--- src/logic/csw_pkg.sv ---
package csw_pkg;
   // Register addresses on the plain register port
   localparam logic [7:0] ADDR_SWITCH = 8'h96;
   localparam logic [7:0] ADDR_ENABLE = 8'h97;
   localparam logic [7:0] ADDR_TA = 8'hC7;
   localparam logic [7:0] ADDR_IRQ_STATUS = 8'hA0;
   localparam logic [7:0] ADDR_IRQ_MASK = 8'hA1;
   // Field positions
   localparam int FAST_ST_BIT = 5;
   localparam int SLOW_ST_BIT = 4;
   localparam int EXT_ST_BIT = 3;
   localparam int SEL_HI = 2;
   localparam int SEL_LO = 1;
   localparam int EXTEN_HI = 7;
   localparam int EXTEN_LO = 6;
   localparam int FAST_EN_BIT = 5;
   localparam int FAULT_BIT = 0;
   // Reset value and external enable code
   localparam logic [7:0] ENABLE_RESET = 8'h30;
   localparam logic [1:0] EXTEN_ON = 2'h3;
   // Timed-access unlock keys and window length
   localparam logic [7:0] TA_KEY1 = 8'hAA;
   localparam logic [7:0] TA_KEY2 = 8'h55;
   localparam int TA_WINDOW_CYCLES = 4;
   // Interrupt status bits
   localparam int IRQ_SWITCH_DONE = 0;
   localparam int IRQ_SWITCH_FAULT = 1;
   localparam int IRQ_BITS = 2;

   typedef enum logic [1:0] {
      CSW_SRC_FAST = 2'b00,
      CSW_SRC_EXT = 2'b01,
      CSW_SRC_SLOW = 2'b10,
      CSW_SRC_RSVD = 2'b11
   } csw_src_t;

   typedef struct packed {
      logic fast;
      logic slow;
      logic ext;
   } csw_stable_t;
endpackage

--- src/logic/csw_sync.sv ---
`timescale 1ns/1ps
// Three-stage synchroniser; output changes when stages two and three agree
module csw_sync #(
   parameter int WIDTH = 3
) (
   input wire logic clock,
   input wire logic sys_rst,
   input wire logic [WIDTH-1:0] async_in,
   output logic [WIDTH-1:0] sync_out
);
   logic [WIDTH-1:0] stage1;
   logic [WIDTH-1:0] stage2;
   logic [WIDTH-1:0] stage3;
   wire [WIDTH-1:0] agree = ~(stage2 ^ stage3);
   wire [WIDTH-1:0] next_out = (agree & stage3) | (~agree & sync_out);

   // Elaboration check on the width
   if (WIDTH < 1) begin : g_bad_width
      $error("csw_sync width must be positive");
   end

   // Capture chain and filtered output
   always_ff @(posedge clock or posedge sys_rst) begin
      if (sys_rst) begin
         stage1 <= '0;
         stage2 <= '0;
         stage3 <= '0;
         sync_out <= '0;
      end else begin
         stage1 <= async_in;
         stage2 <= stage1;
         stage3 <= stage2;
         sync_out <= next_out;
      end
   end
endmodule // csw_sync

--- src/logic/csw_clock_switch.sv ---
// Added by the designer: strobed register access.
`timescale 1ns/1ps
// How it works
// - Fast status set only when enabled and stable
// - Bit 3 reads external enabled and stable
// - Select 00 fast, 01 external, 10 slow
// - Select field reads back the last written code
// - External input enabled only by code 11
// - Other codes release pin to GPIO
// - Bit 5 switches fast oscillator on/off
// - Programming enable forces fast oscillator on
// - Fault flag read-only, reports last switch
// - Pending switch completes when source stabilises
module csw_clock_switch (
   input wire logic clock,
   input wire logic sys_rst,
   input wire logic [7:0] reg_addr,
   input wire logic [7:0] reg_wdata,
   input wire logic reg_wr,
   input wire logic reg_rd,
   output logic [7:0] reg_rdata,
   input wire logic inapp_program_enable,
   input wire logic fast_osc_ready,
   input wire logic slow_osc_ready,
   input wire logic ext_clock_ready,
   output logic [1:0] active_source,
   output logic fast_osc_on,
   output logic crystal_in_enable,
   output logic shared_gpio_release,
   output logic irq
);
   // Stability inputs come from other clock domains
   logic [2:0] ready_sync;
   csw_sync #(.WIDTH(3)) u_sync (
      .clock(clock),
      .sys_rst(sys_rst),
      .async_in({fast_osc_ready, slow_osc_ready, ext_clock_ready}),
      .sync_out(ready_sync)
   );

   // Control state
   logic [1:0] ext_input_enable;
   logic fast_osc_enable;
   logic [1:0] source_select;
   logic [1:0] pending_source;
   logic pending;
   logic switch_fault_flag;
   logic [1:0] ta_state;
   logic [2:0] ta_count;
   logic [csw_pkg::IRQ_BITS-1:0] irq_status;
   logic [csw_pkg::IRQ_BITS-1:0] irq_mask;
   logic iap_sync1;
   logic iap_sync2;
   logic iap_sync3;
   logic iap_level;

   // Programming enable from the chip control block is treated as a pin
   wire iap_next = (iap_sync2 == iap_sync3) ? iap_sync3 : iap_level;

   // Status decode
   wire fast_eff_en = fast_osc_enable | iap_level;
   wire ext_on = (ext_input_enable == csw_pkg::EXTEN_ON);
   wire fast_osc_stable = fast_eff_en & ready_sync[2];
   wire slow_osc_stable = ready_sync[1];
   wire ext_clock_stable = ext_on & ready_sync[0];

   function automatic logic src_ok(input logic [1:0] sel, input logic f, input logic s, input logic e);
      case (sel)
         csw_pkg::CSW_SRC_FAST: src_ok = f;
         csw_pkg::CSW_SRC_EXT: src_ok = e;
         csw_pkg::CSW_SRC_SLOW: src_ok = s;
         default: src_ok = 1'b0;
      endcase
   endfunction

   // Bus decode
   wire ta_open = (ta_count != 3'd0);
   wire wr_ta = reg_wr && (reg_addr == csw_pkg::ADDR_TA);
   wire wr_switch = reg_wr && ta_open && (reg_addr == csw_pkg::ADDR_SWITCH);
   wire wr_enable = reg_wr && ta_open && (reg_addr == csw_pkg::ADDR_ENABLE);
   wire wr_istat = reg_wr && (reg_addr == csw_pkg::ADDR_IRQ_STATUS);
   wire wr_imask = reg_wr && (reg_addr == csw_pkg::ADDR_IRQ_MASK);
   wire [1:0] req_src = reg_wdata[csw_pkg::SEL_HI:csw_pkg::SEL_LO];
   wire req_ok = src_ok(req_src, fast_osc_stable, slow_osc_stable, ext_clock_stable);
   wire req_rsvd = (req_src == csw_pkg::CSW_SRC_RSVD);
   wire pend_ok = src_ok(pending_source, fast_osc_stable, slow_osc_stable, ext_clock_stable);
   wire pend_done = pending && pend_ok && !wr_switch;
   wire sw_done_ev = (wr_switch && req_ok) || pend_done;
   wire sw_fault_ev = wr_switch && !req_ok;

   wire [7:0] switch_rd = {2'b00, fast_osc_stable, slow_osc_stable, ext_clock_stable,
                           source_select, 1'b0};
   // Reserved bits read back their reset pattern
   wire [7:0] enable_rd = {ext_input_enable, fast_eff_en, csw_pkg::ENABLE_RESET[4:1], switch_fault_flag};
   wire [7:0] next_rdata =
      (reg_addr == csw_pkg::ADDR_SWITCH) ? switch_rd :
      (reg_addr == csw_pkg::ADDR_ENABLE) ? enable_rd :
      (reg_addr == csw_pkg::ADDR_IRQ_STATUS) ? {6'h00, irq_status} :
      (reg_addr == csw_pkg::ADDR_IRQ_MASK) ? {6'h00, irq_mask} : 8'h00;

   // Unlock sequence: key1 then key2 opens a short window
   always_ff @(posedge clock or posedge sys_rst) begin
      if (sys_rst) begin
         ta_state <= 2'd0;
         ta_count <= 3'd0;
      end else if (wr_ta && reg_wdata == csw_pkg::TA_KEY1) begin
         ta_state <= 2'd1;
         ta_count <= 3'd0;
      end else if (wr_ta && ta_state == 2'd1 && reg_wdata == csw_pkg::TA_KEY2) begin
         ta_state <= 2'd0;
         ta_count <= 3'(csw_pkg::TA_WINDOW_CYCLES);
      end else begin
         if (wr_ta) ta_state <= 2'd0;
         if (ta_open) ta_count <= ta_count - 3'd1;
      end
   end

   // Enable register; fast enable keeps its own value under override
   always_ff @(posedge clock or posedge sys_rst) begin
      if (sys_rst) begin
         ext_input_enable <= csw_pkg::ENABLE_RESET[csw_pkg::EXTEN_HI:csw_pkg::EXTEN_LO];
         fast_osc_enable <= csw_pkg::ENABLE_RESET[csw_pkg::FAST_EN_BIT];
      end else if (wr_enable) begin
         ext_input_enable <= reg_wdata[csw_pkg::EXTEN_HI:csw_pkg::EXTEN_LO];
         if (!iap_level) fast_osc_enable <= reg_wdata[csw_pkg::FAST_EN_BIT];
      end
   end

   // Source switch and fault tracking
   always_ff @(posedge clock or posedge sys_rst) begin
      if (sys_rst) begin
         source_select <= 2'b00;
         pending_source <= 2'b00;
         pending <= 1'b0;
         switch_fault_flag <= 1'b0;
         active_source <= 2'b00;
      end else if (wr_switch) begin
         source_select <= req_src;
         pending_source <= req_src;
         pending <= !req_ok && !req_rsvd;
         switch_fault_flag <= !req_ok;
         if (req_ok) active_source <= req_src;
      end else if (pend_done) begin
         pending <= 1'b0;
         switch_fault_flag <= 1'b0;
         active_source <= pending_source;
      end
   end

   // Interrupt status: set wins over write-one clear
   always_ff @(posedge clock or posedge sys_rst) begin
      if (sys_rst) begin
         irq_status <= '0;
         irq_mask <= '0;
      end else begin
         irq_status <= (irq_status & ~(wr_istat ? reg_wdata[csw_pkg::IRQ_BITS-1:0] : 2'b00))
                       | {sw_fault_ev, sw_done_ev};
         if (wr_imask) irq_mask <= reg_wdata[csw_pkg::IRQ_BITS-1:0];
      end
   end

   // Programming enable synchroniser and registered outputs
   always_ff @(posedge clock or posedge sys_rst) begin
      if (sys_rst) begin
         iap_sync1 <= 1'b0;
         iap_sync2 <= 1'b0;
         iap_sync3 <= 1'b0;
         iap_level <= 1'b0;
         reg_rdata <= 8'h00;
         fast_osc_on <= 1'b1;
         crystal_in_enable <= 1'b0;
         shared_gpio_release <= 1'b1;
         irq <= 1'b0;
      end else begin
         iap_sync1 <= inapp_program_enable;
         iap_sync2 <= iap_sync1;
         iap_sync3 <= iap_sync2;
         iap_level <= iap_next;
         reg_rdata <= reg_rd ? next_rdata : 8'h00;
         fast_osc_on <= fast_eff_en;
         crystal_in_enable <= ext_on;
         shared_gpio_release <= !ext_on;
         irq <= |(irq_status & irq_mask);
      end
   end

   // Checks
   a_fault_on_bad: assert property (@(posedge clock) disable iff (sys_rst)
      wr_switch && !req_ok |=> switch_fault_flag) else $error("fault flag not set");
   a_fault_clear_ok: assert property (@(posedge clock) disable iff (sys_rst)
      wr_switch && req_ok |=> !switch_fault_flag && active_source == $past(req_src))
      else $error("good switch left fault");
   a_pend_complete: assert property (@(posedge clock) disable iff (sys_rst)
      pend_done |=> !switch_fault_flag && !pending) else $error("pending switch stuck");
   a_locked_write: assert property (@(posedge clock) disable iff (sys_rst)
      reg_wr && !ta_open && reg_addr == csw_pkg::ADDR_ENABLE |=> $stable(ext_input_enable))
      else $error("locked write took effect");
   a_iap_force: assert property (@(posedge clock) disable iff (sys_rst)
      iap_level |=> fast_osc_on) else $error("override not forcing fast osc");
   a_ext_pin: assert property (@(posedge clock) disable iff (sys_rst)
      ext_on |=> crystal_in_enable && !shared_gpio_release) else $error("crystal pin not enabled");
   a_gpio_back: assert property (@(posedge clock) disable iff (sys_rst)
      !ext_on |=> !crystal_in_enable && shared_gpio_release) else $error("pin not released");
   a_fast_status: assert property (@(posedge clock) disable iff (sys_rst)
      fast_osc_stable |-> fast_eff_en && ready_sync[2]) else $error("fast status wrong");
   a_ext_status: assert property (@(posedge clock) disable iff (sys_rst)
      reg_rd && reg_addr == csw_pkg::ADDR_SWITCH ##1 1'b1 |-> reg_rdata[csw_pkg::EXT_ST_BIT] == $past(ext_clock_stable))
      else $error("ext status readback wrong");
   a_restore_en: assert property (@(posedge clock) disable iff (sys_rst)
      iap_level && !wr_enable |=> $stable(fast_osc_enable)) else $error("saved enable lost");
   a_fast_switch: assert property (@(posedge clock) disable iff (sys_rst)
      !iap_level && wr_enable ##1 !iap_level |=> fast_osc_on == $past(reg_wdata[csw_pkg::FAST_EN_BIT], 2))
      else $error("fast enable not applied");
   a_sel_readback: assert property (@(posedge clock) disable iff (sys_rst)
      wr_switch |=> source_select == $past(req_src)) else $error("select not stored");

   // Further checks on the register port, status, pins, switching, unlock and interrupts
   // Idle read data is zero
   a_rd_idle_zero: assert property (@(posedge clock) disable iff (sys_rst)
      !reg_rd |=> reg_rdata == 8'h00)
      else $error("read data not zero when idle");
   // Switch register readback
   a_rd_switch: assert property (@(posedge clock) disable iff (sys_rst)
      reg_rd && reg_addr == csw_pkg::ADDR_SWITCH |=> reg_rdata == $past(switch_rd))
      else $error("switch readback wrong");
   // Enable register readback
   a_rd_enable: assert property (@(posedge clock) disable iff (sys_rst)
      reg_rd && reg_addr == csw_pkg::ADDR_ENABLE |=> reg_rdata == $past(enable_rd))
      else $error("enable readback wrong");
   // Reserved switch bits read zero
   a_rd_rsvd_hi: assert property (@(posedge clock) disable iff (sys_rst)
      reg_rd && reg_addr == csw_pkg::ADDR_SWITCH |=> reg_rdata[7:6] == 2'b00)
      else $error("reserved bits not zero");
   // Fast status low while disabled
   a_fast_st_off: assert property (@(posedge clock) disable iff (sys_rst)
      !fast_eff_en |-> !fast_osc_stable)
      else $error("fast status while disabled");
   // External status low while disabled
   a_ext_st_off: assert property (@(posedge clock) disable iff (sys_rst)
      !ext_on |-> !ext_clock_stable)
      else $error("ext status while disabled");
   // Pin owned by exactly one user
   a_gpio_excl: assert property (@(posedge clock) disable iff (sys_rst)
      crystal_in_enable != shared_gpio_release)
      else $error("pin ownership clash");
   // Only the enabling code turns the input on
   a_ext_code: assert property (@(posedge clock) disable iff (sys_rst)
      wr_enable |=> ext_on == ($past(reg_wdata[csw_pkg::EXTEN_HI:csw_pkg::EXTEN_LO]) == csw_pkg::EXTEN_ON))
      else $error("ext enable code wrong");
   // Reserved select faults without pending
   a_rsvd_sel_fault: assert property (@(posedge clock) disable iff (sys_rst)
      wr_switch && req_rsvd |=> switch_fault_flag && !pending)
      else $error("reserved select accepted");
   // Reserved select keeps the source
   a_rsvd_keep_src: assert property (@(posedge clock) disable iff (sys_rst)
      wr_switch && req_rsvd |=> $stable(active_source))
      else $error("reserved select moved source");
   // Failed switch keeps the source
   a_bad_keep_src: assert property (@(posedge clock) disable iff (sys_rst)
      wr_switch && !req_ok |=> $stable(active_source))
      else $error("failed switch moved source");
   // Pending switch lands on its target
   a_pend_src: assert property (@(posedge clock) disable iff (sys_rst)
      pend_done |=> active_source == $past(pending_source))
      else $error("pending target lost");
   // Fault held while target unstable
   a_pend_held: assert property (@(posedge clock) disable iff (sys_rst)
      pending && !pend_ok && !wr_switch |=> switch_fault_flag && pending)
      else $error("fault dropped early");
   // A pending switch always shows the fault
   a_pend_fault: assert property (@(posedge clock) disable iff (sys_rst)
      pending |-> switch_fault_flag)
      else $error("pending without fault");
   // Reserved code never in use
   a_active_legal: assert property (@(posedge clock) disable iff (sys_rst)
      active_source != csw_pkg::CSW_SRC_RSVD)
      else $error("reserved source in use");
   // Fault flag not writable
   a_fault_ro: assert property (@(posedge clock) disable iff (sys_rst)
      wr_enable && !wr_switch && !pend_done |=> $stable(switch_fault_flag))
      else $error("fault flag written");
   // Override holds the fast enable
   a_iap_hold: assert property (@(posedge clock) disable iff (sys_rst)
      iap_level |-> fast_eff_en)
      else $error("override enable missing");
   // Override shows in enable readback
   a_iap_rd: assert property (@(posedge clock) disable iff (sys_rst)
      iap_level && reg_rd && reg_addr == csw_pkg::ADDR_ENABLE |=> reg_rdata[csw_pkg::FAST_EN_BIT])
      else $error("override not read back");
   // Override shows in fast status
   a_iap_status: assert property (@(posedge clock) disable iff (sys_rst)
      iap_level && ready_sync[2] |-> fast_osc_stable)
      else $error("override status missing");
   // Release restores the saved enable
   a_restore_out: assert property (@(posedge clock) disable iff (sys_rst)
      $fell(iap_level) |=> fast_osc_on == $past(fast_osc_enable))
      else $error("saved enable not restored");
   // Window never longer than its length
   a_ta_len: assert property (@(posedge clock) disable iff (sys_rst)
      ta_count <= 3'(csw_pkg::TA_WINDOW_CYCLES))
      else $error("unlock window too long");
   // Second key opens the window
   a_ta_open: assert property (@(posedge clock) disable iff (sys_rst)
      wr_ta && ta_state == 2'd1 && reg_wdata == csw_pkg::TA_KEY2 |=> ta_count == 3'(csw_pkg::TA_WINDOW_CYCLES))
      else $error("unlock window not opened");
   // Open window counts down
   a_ta_count: assert property (@(posedge clock) disable iff (sys_rst)
      ta_open && !wr_ta |=> ta_count == $past(ta_count) - 3'd1)
      else $error("unlock window not counting");
   // Locked switch write ignored
   a_locked_switch: assert property (@(posedge clock) disable iff (sys_rst)
      reg_wr && !ta_open && reg_addr == csw_pkg::ADDR_SWITCH |=> $stable(source_select))
      else $error("locked switch write took effect");
   // Locked fast enable write ignored
   a_locked_fast: assert property (@(posedge clock) disable iff (sys_rst)
      reg_wr && !ta_open && reg_addr == csw_pkg::ADDR_ENABLE |=> $stable(fast_osc_enable))
      else $error("locked fast enable write took effect");
   // Interrupt output follows masked status
   a_irq_level: assert property (@(posedge clock) disable iff (sys_rst)
      1'b1 |=> irq == $past(|(irq_status & irq_mask)))
      else $error("interrupt level wrong");
   // Fault status sticky until cleared
   a_irq_sticky: assert property (@(posedge clock) disable iff (sys_rst)
      irq_status[csw_pkg::IRQ_SWITCH_FAULT] && !wr_istat |=> irq_status[csw_pkg::IRQ_SWITCH_FAULT])
      else $error("fault status lost");
   // Fault event sets status even under clear
   a_irq_fault_set: assert property (@(posedge clock) disable iff (sys_rst)
      sw_fault_ev |=> irq_status[csw_pkg::IRQ_SWITCH_FAULT])
      else $error("fault status not set");
   // Done event sets status even under clear
   a_irq_done_set: assert property (@(posedge clock) disable iff (sys_rst)
      sw_done_ev |=> irq_status[csw_pkg::IRQ_SWITCH_DONE])
      else $error("done status not set");
endmodule // csw_clock_switch

--- config.mk ---
export PLATFORM = sky130hd
export DESIGN_NAME = csw_clock_switch
export DESIGN_NICKNAME = d
export VERILOG_FILES = /design/src/logic/csw_pkg.sv /design/src/logic/csw_sync.sv /design/src/logic/csw_clock_switch.sv
export SDC_FILE = /design/constraint.sdc
export NUM_CORES = 1
export LEC_CHECK = 0
export BUFFER_PORTS_ARGS = -buffer_cell sky130_fd_sc_hd__buf_4
export CAP_MARGIN = 20
export CORE_MARGIN = 4
export CORE_UTILIZATION = 55
export CTS_BUF_LIST = sky130_fd_sc_hd__clkbuf_8
export DETAILED_ROUTE_END_ITERATION = 8
export HOLD_SLACK_MARGIN = 0.08
export PLACE_DENSITY = 0.87
export SLEW_MARGIN = 20
export SYNTH_ARGS = -nofsm -noshare
export SYNTH_HDL_FRONTEND = slang
export SYNTH_SLANG_ARGS = --single-unit
--- constraint.sdc ---
create_clock -name clock -period 2.1 [get_ports clock]
set_input_delay 0.105 -clock clock [delete_from_list [all_inputs] [get_ports clock]]
set_output_delay 0.105 -clock clock [all_outputs]
set_load 0.05 [all_outputs]
==> out/results.ini, run 1 <==
[critical_path]
startpoint_type = register
critPathKind = register to register
cp_common_cell = ha_1
max_stage_delay_ns = 0.37
r2r-start = ta_count[0]
reg2reg_slack_ns = 0.19
path_cells = inv_1 > ha_1 > ha_1 > nand4b_1 > buf_4 > o211ai_2 > a21oi_1 > nor3_1
crit_slowest_cell = dfrtp_1
reg2reg_depth = 8
r2r_end = active_source[1]
end_kind = register
crit_fanout = 9
crit_buf_inv = 2
required_ns = 2.31
worstPathArrival_ns = 2.11
cp_top_family = simple AND/OR/NAND/NOR gates

[detailed_routing]
viasPerCell = 5.43
wl_mm = 3.84
drc_errors = 0
firstDrtPassIters = 4
post_drt_wl_per_cell_um = 15.2
vias = 1375
final_antenna_net_count = 0
drt_iter0_drc = 85

[logic_synthesis]
ys.flop_type = dfrtp_1
yosysSeqAreaShare_pct = 60.6
synthTopCellsByArea = dfrtp_1, dfstp_2, mux2_2
synth_top_area_share_pct = 56.4
synth_top_cell_by_area = dfrtp_1
ys_seq_elements = 45
synth-edff-count = 0
synth_area_mm2 = 0.00186
async_reset_ff_share_pct = 100
postSynthAreaPerCell_um2 = 12.0
synthCells = 155
yosys_warnings = 0
synthesis.nets = 181
ys_types = 45

[final_layout]
fill_cells = 214
drive_gt1_share_pct = 29.7
antennaDiodeCount = 0
syn_to_final_growth_pct = 29.3
final_cell_mix = dfrtp_1, buf_4, nor2_1, inv_1, dlygate4sd3_1
final_area_mm2 = 0.00241
nNetsFinal = 234
layout_commonest_cell = dfrtp_1

[die]
pin_count = 38
num_rows = 20
die_height_um = 66.2
die_area_mm2 = 0.00439
start_util_pct = 59.1
die_x_um = 66.2
fp.coreArea_mm2 = 0.00315

[status]
outcome = complete, no violations

[clock_network]
clock-sinks = 45
cts.repair.resized = 0
cts_buffer_depth = 2
cts_root_buf = clkbuf_8
h-tree-depth = 2
cts_tree = built
clkTransAtPathRegs_ns = 0.08
insertion_delay_ns = 0.29
cts_made_buffers = 5

[grt]
grt_overflow = 0
grt_pass1_wl_mm = 6.48
antenna_found_initial = 0
grt_pass1_vias = 1364
grtUsageTotal_pct = 20.3
grt_max_degree = 46

[sta]
relSlewSlack_pct = 65.2
fmax_mhz = 525
fin_skew_ns = 0.00133
rsz0062_at_grt = false
finalSetupViolations = 0
finalWorstSetupSlack_ns = 0.194
tightest_slew_ns = 0.522
finalCriticalPeriod_ns = 1.91
fin_setup_tns_ns = 0
period_share_pct = 90.8
hold_violations = 0
drv_slew = 0

[power]
peakVddDrop_mv = 0.513
pwr-share-clk_pct = 30.4
internal-power_uw = 1480
leakage_uw = 0.00117
p_switching_uw = 581
comb_power_share_pct = 20.5
p_per_area_mw_per_mm2 = 857
p_sw_share_pct = 28.1
seq_power_share_pct = 49.1

[placed_design]
dp_hpwl_mm = 2.80
pre_cts_slack_ns = 0.218
numPortBuffers = 37
place_area_mm2 = 0.00220
place.gp.congestion = 0.845

[hold_path]
hold_start = reg_wdata[0]
hold_path_class = input pin to register
holdPathStages = 2
whs_endpoint = irq_mask[0]

[flow_run]
maxCapViolations = 0

## worst max-delay path by stage
| stage | from | to | slack (ns) | cells after the start |
|---|---|---|---|---|
| final | ta_count[0] | active_source[1] | 0.19 | 8 |
| after global routing | ta_count[0] | active_source[1] | 0.09 | 8 |
| after CTS | ta_count[0] | active_source[1] | 0.22 | 8 |
| after detailed placement | ta_count[0] | active_source[1] | 0.22 | 8 |
| after global placement | ta_count[0] | irq_status[0] | 0.36 | 6 |
| after floorplan | ta_count[0] | irq_status[0] | 0.43 | 6 |
## kinds of logic after synthesis
family / after synthesis / share of synthesized area, %
buf+inv: 12 / 2.55
simple gates: 58 / 18.8
fa+ha+maj: 6 / 3.49
mux: 8 / 5.03
xor+xnor: 1 / 0.470
compound gates: 25 / 9.06
flops: 45 / 60.6
## final cells by class
cell class | count | area, µm² | area share [%]
repair buffers | 49 | 393 | 16.3
clock buffers | 5 | 68.8 | 2.86
well taps | 44 | 55.1 | 2.28
flip-flops and latches | 45 | 1130 | 46.9
multi-input cells | 98 | 687 | 28.5
inverters | 9 | 33.8 | 1.40
clock inverters | 3 | 42.5 | 1.77
## flip-flops by register name (all words and copies together) (netlist names), 2 cells and up, named ones only
signal,cells
u_sync.stage3,3
u_sync.stage2,3
u_sync.stage1,3
irq_mask,2
reg_rdata,8
ta_count,3
active_source,2
pending_source,2
ext_input_enable,2
irq_status,2
## metrics by stage
stage          instances  utilization (%)  power, µW  hold WS [ns]
2_1_floorplan        155                -       1290         0.136
3_3_place_gp         235             69.7       1410         0.214
3_5_place_dp         235             69.7       1440         0.215
4_1_cts              253             76.4       2090        0.0902
5_1_grt              253             76.4       2200        0.0931
6_report             253             76.4       2070         0.104
## layer usage
metal / up-vias / share of wire, % / track usage [%]
li1: 654 / - / -
met1: 653 / 40 / 25.9
met2: 59 / 48 / 32.2
met3: 9 / 10 / 6.80
met4: 0 / 1.6 / 6.85
met5: - / 0 / 0
## cells in the mapped netlist (all sizes together), types with 2 or more instances
master and n:
inv 9, dfrtp 42, nor2b 4, mux2 8
a22o 2, buf 2, and4b 2, and3 7
ha 2, o21ai 7, nor3 2, maj3 4
a21oi 6, nor2 14, nand3 5, nand4b 2
a21o 2, nand2 8, nand2b 2, o21a 2
nor3b 2, a32oi 2, and2 2, dfstp 3
## worst reg2reg max path: stages (launching register included)
cell and delay, ns:
dfrtp_1 0.37, inv_1 0.05, ha_1 0.19, ha_1 0.27
nand4b_1 0.30, buf_4 0.23, o211ai_2 0.10, a21oi_1 0.10
nor3_1 0.21
## power groups by stage
stage | Clock (µW) | Sequential (µW) | Combinational, µW
finish | 628 | 1010 | 423
global route | 698 | 1020 | 478
CTS | 651 | 1010 | 427
detailed placement | 0 | 1030 | 411
global placement | 0 | 1020 | 385
floorplan | 0 | 1080 | 209
## timing repair
action | in CTS | in global routing
setup buffers | 0 | 0
hold endpoints to repair | 52 | 0
hold buffers | 10 | 0
(Power assumes the default switching activity.)
==> inputs of run 2 (changes only) <==
- MAX_ROUTING_LAYER: default -> met4
- TNS_END_PERCENT: default -> 20
==> run 2 against run 1 <==
  * Design area unchanged
  * Register-to-register slack hardly changed
  * Critical path depth is the same
  * Sequential power hardly changed
  * Final cell count stayed put
  * Total power barely moved
  * Sequential share of layout area unchanged
  * First-iteration DRC count rose by 4.7%
  * Clock skew barely moved
  * Largest cell class unchanged
  * Largest power group unchanged
  * Highest routed layer unchanged
==> out/results.ini, run 2 (synthesis results as in run 1) <==
[final_layout]
drive_gt1_share_pct = 29.7  ; unchanged
syn_to_final_growth_pct = 29.3  ; unchanged
layout_commonest_cell = dfrtp_1
antennaDiodeCount = 0  ; unchanged
top_register = reg_rdata
nNetsFinal = 234  ; unchanged
final_cell_mix = dfrtp_1, buf_4, nor2_1, inv_1, dlygate4sd3_1
largest_reg_flops = 8  ; unchanged
fill_cells = 214  ; unchanged
instances_no_fill = 253  ; unchanged
final_area_mm2 = 0.00241  ; unchanged

[clock_network]
cts_root_buf = clkbuf_8
cts_buffer_depth = 2  ; unchanged
h-tree-depth = 2  ; unchanged
cts.repair.resized = 0  ; unchanged
cts_made_buffers = 5  ; unchanged
clock-sinks = 45  ; unchanged
cts_tree = built
clkTransAtPathRegs_ns = 0.08  ; about the same
insertion_delay_ns = 0.30  ; about the same

[grt]
antenna_found_initial = 0  ; unchanged
grt_pass1_vias = 1366  ; +0.15%
grt_pass1_wl_mm = 6.47  ; -0.11%
grt_max_degree = 46  ; unchanged
grt_overflow = 0  ; unchanged
grtUsageTotal_pct = 20.8  ; +0.54 points

[critical_path]
path_cells = inv_1 > ha_1 > ha_1 > nand4b_1 > buf_4 > o211ai_2 > a21oi_1 > nor3_1
end_kind = register
crit_fanout = 9  ; unchanged
crit_slowest_cell = dfrtp_1
critPathKind = register to register
cp_common_cell = ha_1
required_ns = 2.31  ; about the same
worstPathArrival_ns = 2.11  ; about the same
startpoint_type = register
max_stage_delay_ns = 0.37  ; about the same

[hold_path]
hold_path_class = input pin to register

[sta]
fmax_mhz = 525  ; +0.13%
hold_ws_ns = 0.105  ; +0.000976 ns
fin_setup_tns_ns = 0  ; unchanged
drv_slew = 0  ; unchanged
relSlewSlack_pct = 64.7  ; -0.46 points
period_share_pct = 90.7  ; -0.12 points
tightest_slew_ns = 0.529  ; +0.00688 ns
finalSetupViolations = 0  ; unchanged
rsz0062_at_grt = false
finalCriticalPeriod_ns = 1.90  ; -0.00256 ns
hold_violations = 0  ; unchanged
fin_skew_ns = 0.00168  ; +0.000347 ns

[placed_design]
dp_hpwl_mm = 2.80  ; unchanged
place_area_mm2 = 0.00220  ; unchanged
place.gp.congestion = 0.858  ; +1.6%
dp_cells = 235  ; unchanged
numPortBuffers = 37  ; unchanged

[flow_run]
maxCapViolations = 0  ; unchanged

[power]
p_per_area_mw_per_mm2 = 857  ; about the same
peakVddDrop_mv = 0.514  ; +0.28%
leakage_uw = 0.00117  ; unchanged

[die]
die_area_mm2 = 0.00439  ; unchanged
fp.coreArea_mm2 = 0.00315  ; unchanged
start_util_pct = 59.1  ; unchanged
num_rows = 20  ; unchanged
pin_count = 38  ; unchanged
die_height_um = 66.2  ; unchanged
die_x_um = 66.2  ; unchanged

[detailed_routing]
wl_mm = 3.86  ; +0.49%
final_antenna_net_count = 0  ; unchanged
drc_errors = 0  ; unchanged
drt_iter0_drc = 89  ; +4.7%
vias = 1378  ; +0.22%
post_drt_wl_per_cell_um = 15.3  ; +0.49%
firstDrtPassIters = 4  ; unchanged
viasPerCell = 5.45  ; +0.22%

[status]
outcome = complete, no violations

run 2: cell counts in the layout (fill, tap and decap cells not counted):
No cell type changed its count.
run 2: area by class of cell:
class | instances | area [µm²] | share of cell area (%)
clock buffers | 5 | 68.8 | 2.86
clock inverters | 3 | 42.5 | 1.77
inverters | 9 | 33.8 | 1.40
multi-input cells | 98 | 687 | 28.5
flip-flops and latches | 45 | 1130 | 46.9
well taps | 44 | 55.1 | 2.28
repair buffers | 49 | 393 | 16.3
run 2: routing by layer:
metal	vias up	share of wire [%]	global-route usage [%]
li1	655	-	-
met1	648	40	25.9
met2	67	49	32.2
met3	8	9.9	6.80
met4	0	1.6	6.85
met5	-	0	-
run 2: worst max-delay path: cells and delay by family (launching register included):
kind,cells,cell delay (ns)
compound gates,2,0.20
simple gates,2,0.51
flops,1,0.37
buf+inv,2,0.28
fa+ha+maj,2,0.46
run 2: what timing repair did:
action                                 4_1_cts  5_1_grt
endpoints found under the hold margin       52        0
hold buffers                                10        0
setup buffers                                0        0
run 2: per-stage QoR:
| step | utilization [%] | power, µW | worst slack, ns |
|---|---|---|---|
| final | 76.4 | 2070 | 0.196 |
| after global routing | 76.4 | 2200 | 0.0899 |
| after CTS | 76.4 | 2090 | 0.217 |
| after detailed placement | 69.7 | 1440 | 0.218 |
| after global placement | 69.7 | 1410 | 0.357 |
| after floorplan | - | 1290 | 0.426 |
run 2: worst paths after layout:
| path | startpoint | end | slack, ns | depth (start not counted) |
|---|---|---|---|---|
| max | ta_count[0] | active_source[1] | 0.20 | 8 |
| max in group asynchronous | sys_rst | fast_osc_enable | 1.24 | 4 |
| min reg2reg | iap_sync1 | iap_sync2 | 0.35 | 0 |
| max reg2reg | ta_count[0] | active_source[1] | 0.20 | 8 |
| min | reg_wdata[0] | irq_mask[0] | 0.11 | 2 |
| min in group asynchronous | sys_rst | u_sync.stage3[0] | 0.50 | 4 |
run 2: power breakdown:
group | leakage (µW) | internal (µW) | switching [µW]
clock | 0.0000595 | 352 | 277
sequential | 0.000563 | 954 | 60.5
combinational | 0.000546 | 179 | 243
==> inputs of run 3 (changes only) <==
- ABC_AREA: default -> 1
- PLACE_DENSITY: 0.87 -> 0.86
==> run 3 against run 2 <==
  * Critical path depth up 1
  * Global-route usage decreased by 0.42 points
  * Clock power decreased by 17%
  * Critical endpoint is now active_source[0]
==> out/results.ini, run 3 <==
[grt]
grt_pass1_wl_mm = 6.79  ; +4.9%
grt_pass1_vias = 1527  ; +12%
antenna_found_initial = 0  ; unchanged
grt_overflow = 0  ; unchanged
grtUsageTotal_pct = 20.4  ; -0.42 points
grt_max_degree = 17  ; -63%

[detailed_routing]
post_drt_wl_per_cell_um = 12.9  ; -15%
drc_errors = 0  ; unchanged
drt_iter0_drc = 133  ; +49%
firstDrtPassIters = 5  ; +1
wl_mm = 4.11  ; +6.6%
vias = 1625  ; +18%
final_antenna_net_count = 0  ; unchanged
viasPerCell = 5.09  ; -6.5%

[clock_network]
cts_setup_buffers = 0  ; unchanged
insertion_delay_ns = 0.29  ; about the same
cts_root_buf = clkbuf_8
cts.repair.resized = 0  ; unchanged
clock-sinks = 45  ; unchanged
clkTransAtPathRegs_ns = 0.08  ; about the same
cts_buffer_depth = 2  ; unchanged
cts_tree = built
h-tree-depth = 2  ; unchanged
cts_made_buffers = 5  ; unchanged
hold_buffers = 9  ; -1

[sta]
fmax_mhz = 621  ; +18%
hold_violations = 0  ; unchanged
finalWorstSetupSlack_ns = 0.491  ; +0.295 ns
drv_slew = 0  ; unchanged
finalCriticalPeriod_ns = 1.61  ; -0.295 ns
tightest_slew_ns = 0.509  ; -0.0206 ns
period_share_pct = 76.6  ; -14 points
rsz0062_at_grt = false
fin_setup_tns_ns = 0  ; unchanged
fin_skew_ns = 0.00447  ; +0.00279 ns
finalSetupViolations = 0  ; unchanged
relSlewSlack_pct = 65.9  ; +1.2 points

[critical_path]
startpoint_type = register
worstPathArrival_ns = 1.80  ; -0.31 ns
reg2reg_slack_ns = 0.49  ; +0.29 ns
path_cells = inv_1 > ha_1 > ha_1 > nor2_4 > nand3_4 > nand3_2 > nand2_2 > nand2_1 > nand2_1
required_ns = 2.29  ; -0.02 ns
crit_fanout = 8  ; -1
crit_slowest_cell = dfrtp_1
end_kind = register
max_stage_delay_ns = 0.35  ; -0.02 ns
critPathKind = register to register

[final_layout]
nNetsFinal = 298  ; +27%
drive_gt1_share_pct = 28.2  ; -1.5 points
layout_commonest_cell = nand2_1
top_register = reg_rdata
final_cell_mix = nand2_1, dfrtp_1, buf_4, inv_1, nand3_1
antennaDiodeCount = 0  ; unchanged
largest_reg_flops = 8  ; unchanged
syn_to_final_growth_pct = 26.1

[logic_synthesis]
synth.top_cells.by_count = nand2_1, dfrtp_1, inv_1, nand3_1, nor2_1
synthesis.nets = 243  ; +34%
synthTopCellsByArea = dfrtp_1, nand2_1, nand3_1
yosysMostFrequentCell = nand2_1
yosysSeqAreaShare_pct = 55.6  ; -5.0 points
postSynthAreaPerCell_um2 = 9.37  ; -22%
async_reset_ff_share_pct = 100  ; unchanged
yosys_warnings = 0  ; unchanged
ys_types = 29  ; -36%
synth_area_mm2 = 0.00203  ; +9.1%
synth_top_area_share_pct = 51.7  ; -4.7 points
ys_seq_elements = 45  ; unchanged
synth-edff-count = 0  ; unchanged
ys.flop_type = dfrtp_1
synthCells = 217  ; +40%
synth_top_cell_by_area = dfrtp_1

[placed_design]
pre_cts_slack_ns = 0.503  ; +0.285 ns
dp_hpwl_mm = 3.10  ; +11%
numPortBuffers = 37  ; unchanged
place.gp.congestion = 0.852  ; -0.76%

[power]
fin_total_pwr_uw = 1880  ; -9.0%
leakage_uw = 0.00134  ; +14%
p_per_area_mw_per_mm2 = 734  ; -14%
peakVddDrop_mv = 0.544  ; +5.8%

[status]
outcome = complete, no violations

[hold_path]
hold_path_class = input pin to register

[die]
num_rows = 21  ; +5.0%
fp.coreArea_mm2 = 0.00344  ; +9.2%
pin_count = 38  ; unchanged
die_area_mm2 = 0.00473  ; +7.9%
die_height_um = 68.8  ; +3.9%
die_x_um = 68.8  ; +3.9%
start_util_pct = 59.1  ; about the same

[flow_run]
maxCapViolations = 0  ; unchanged

[run 3: changes by cell type in the layout (fill, tap and decap cells not counted), moves of 3 or more]
| cell | delta |
|---|---|
| a21oi_1 | -4 |
| and3_1 | -6 |
| nor2_1 | +4 |
| nand2_4 | +4 |
| mux2_2 | -6 |
| nand3_1 | +17 |
| nor2_4 | +3 |
| inv_2 | +6 |
| inv_1 | +18 |
| nor2b_1 | -3 |
| nand2_1 | +43 |
[run 3: per-stage QoR]
stage	hold WS (ns)	cells	util, %	area [µm²]
2_1_floorplan	0.136	217	-	2030
3_3_place_gp	0.106	302	69.2	2380
3_5_place_dp	0.105	302	69.2	2380
4_1_cts	0.0881	319	74.5	2560
5_1_grt	0.0987	319	74.5	2560
6_report	0.0895	319	74.5	2560
[run 3: path summary, 6_finish.rpt]
| check | to | start | cells after the start |
|---|---|---|---|
| worst min-delay path | ext_input_enable[1] | reg_wdata[7] | 3 |
| worst max register to register | active_source[0] | ta_count[0] | 9 |
| worst min register to register | u_sync.stage2[1] | u_sync.stage1[1] | 0 |
| max in group asynchronous | fast_osc_enable | sys_rst | 4 |
| min in group asynchronous | iap_level | sys_rst | 3 |
| worst max-delay path | active_source[0] | ta_count[0] | 9 |
[run 3: layout make-up]
type,instances,area (µm²)
Sequential cell,45,1130
Fill cell,245,878
Multi-Input combinational cell,135,757
Timing Repair Buffer,48,383
Inverter,37,146
Clock buffer,5,68.8
Tap cell,46,57.6
Clock inverter,3,21.3
[run 3: where the power goes]
part           total [µW]  switching [µW]  internal (µW)
Combinational         364             211            154
Clock                 522             287            236
Sequential            994            47.6            946
[run 3: worst max-delay path, delay by kind of cell, from the launching register on]
kind / cells / cell delay (ns)
adder cells (fa/ha/maj): 2 / 0.44
buffers and inverters: 1 / 0.06
flip-flops: 1 / 0.35
AND/OR/NAND/NOR: 6 / 0.66
[run 3: logic make-up (layout without fill, tap and decap cells)]
kind of cell / after synthesis / count (layout) / share of synthesized area, %
buffers and inverters: 37 / 93 / 7.20
adders and majority gates: 6 / 6 / 3.20
DFF: 45 / 45 / 55.6
and+or+nand+nor: 115 / 115 / 29.7
AOI/OAI and AO/OA: 14 / 14 / 4.37
[run 3: per-layer routing]
layer  GRT usage (%)  part of all wire, %  up-vias
li1                -                    -      791
met1            26.1                   44      764
met2            31.6                   48       60
met3            4.86                  6.8       10
met4            7.79                  1.6        0
met5               -                    0        -
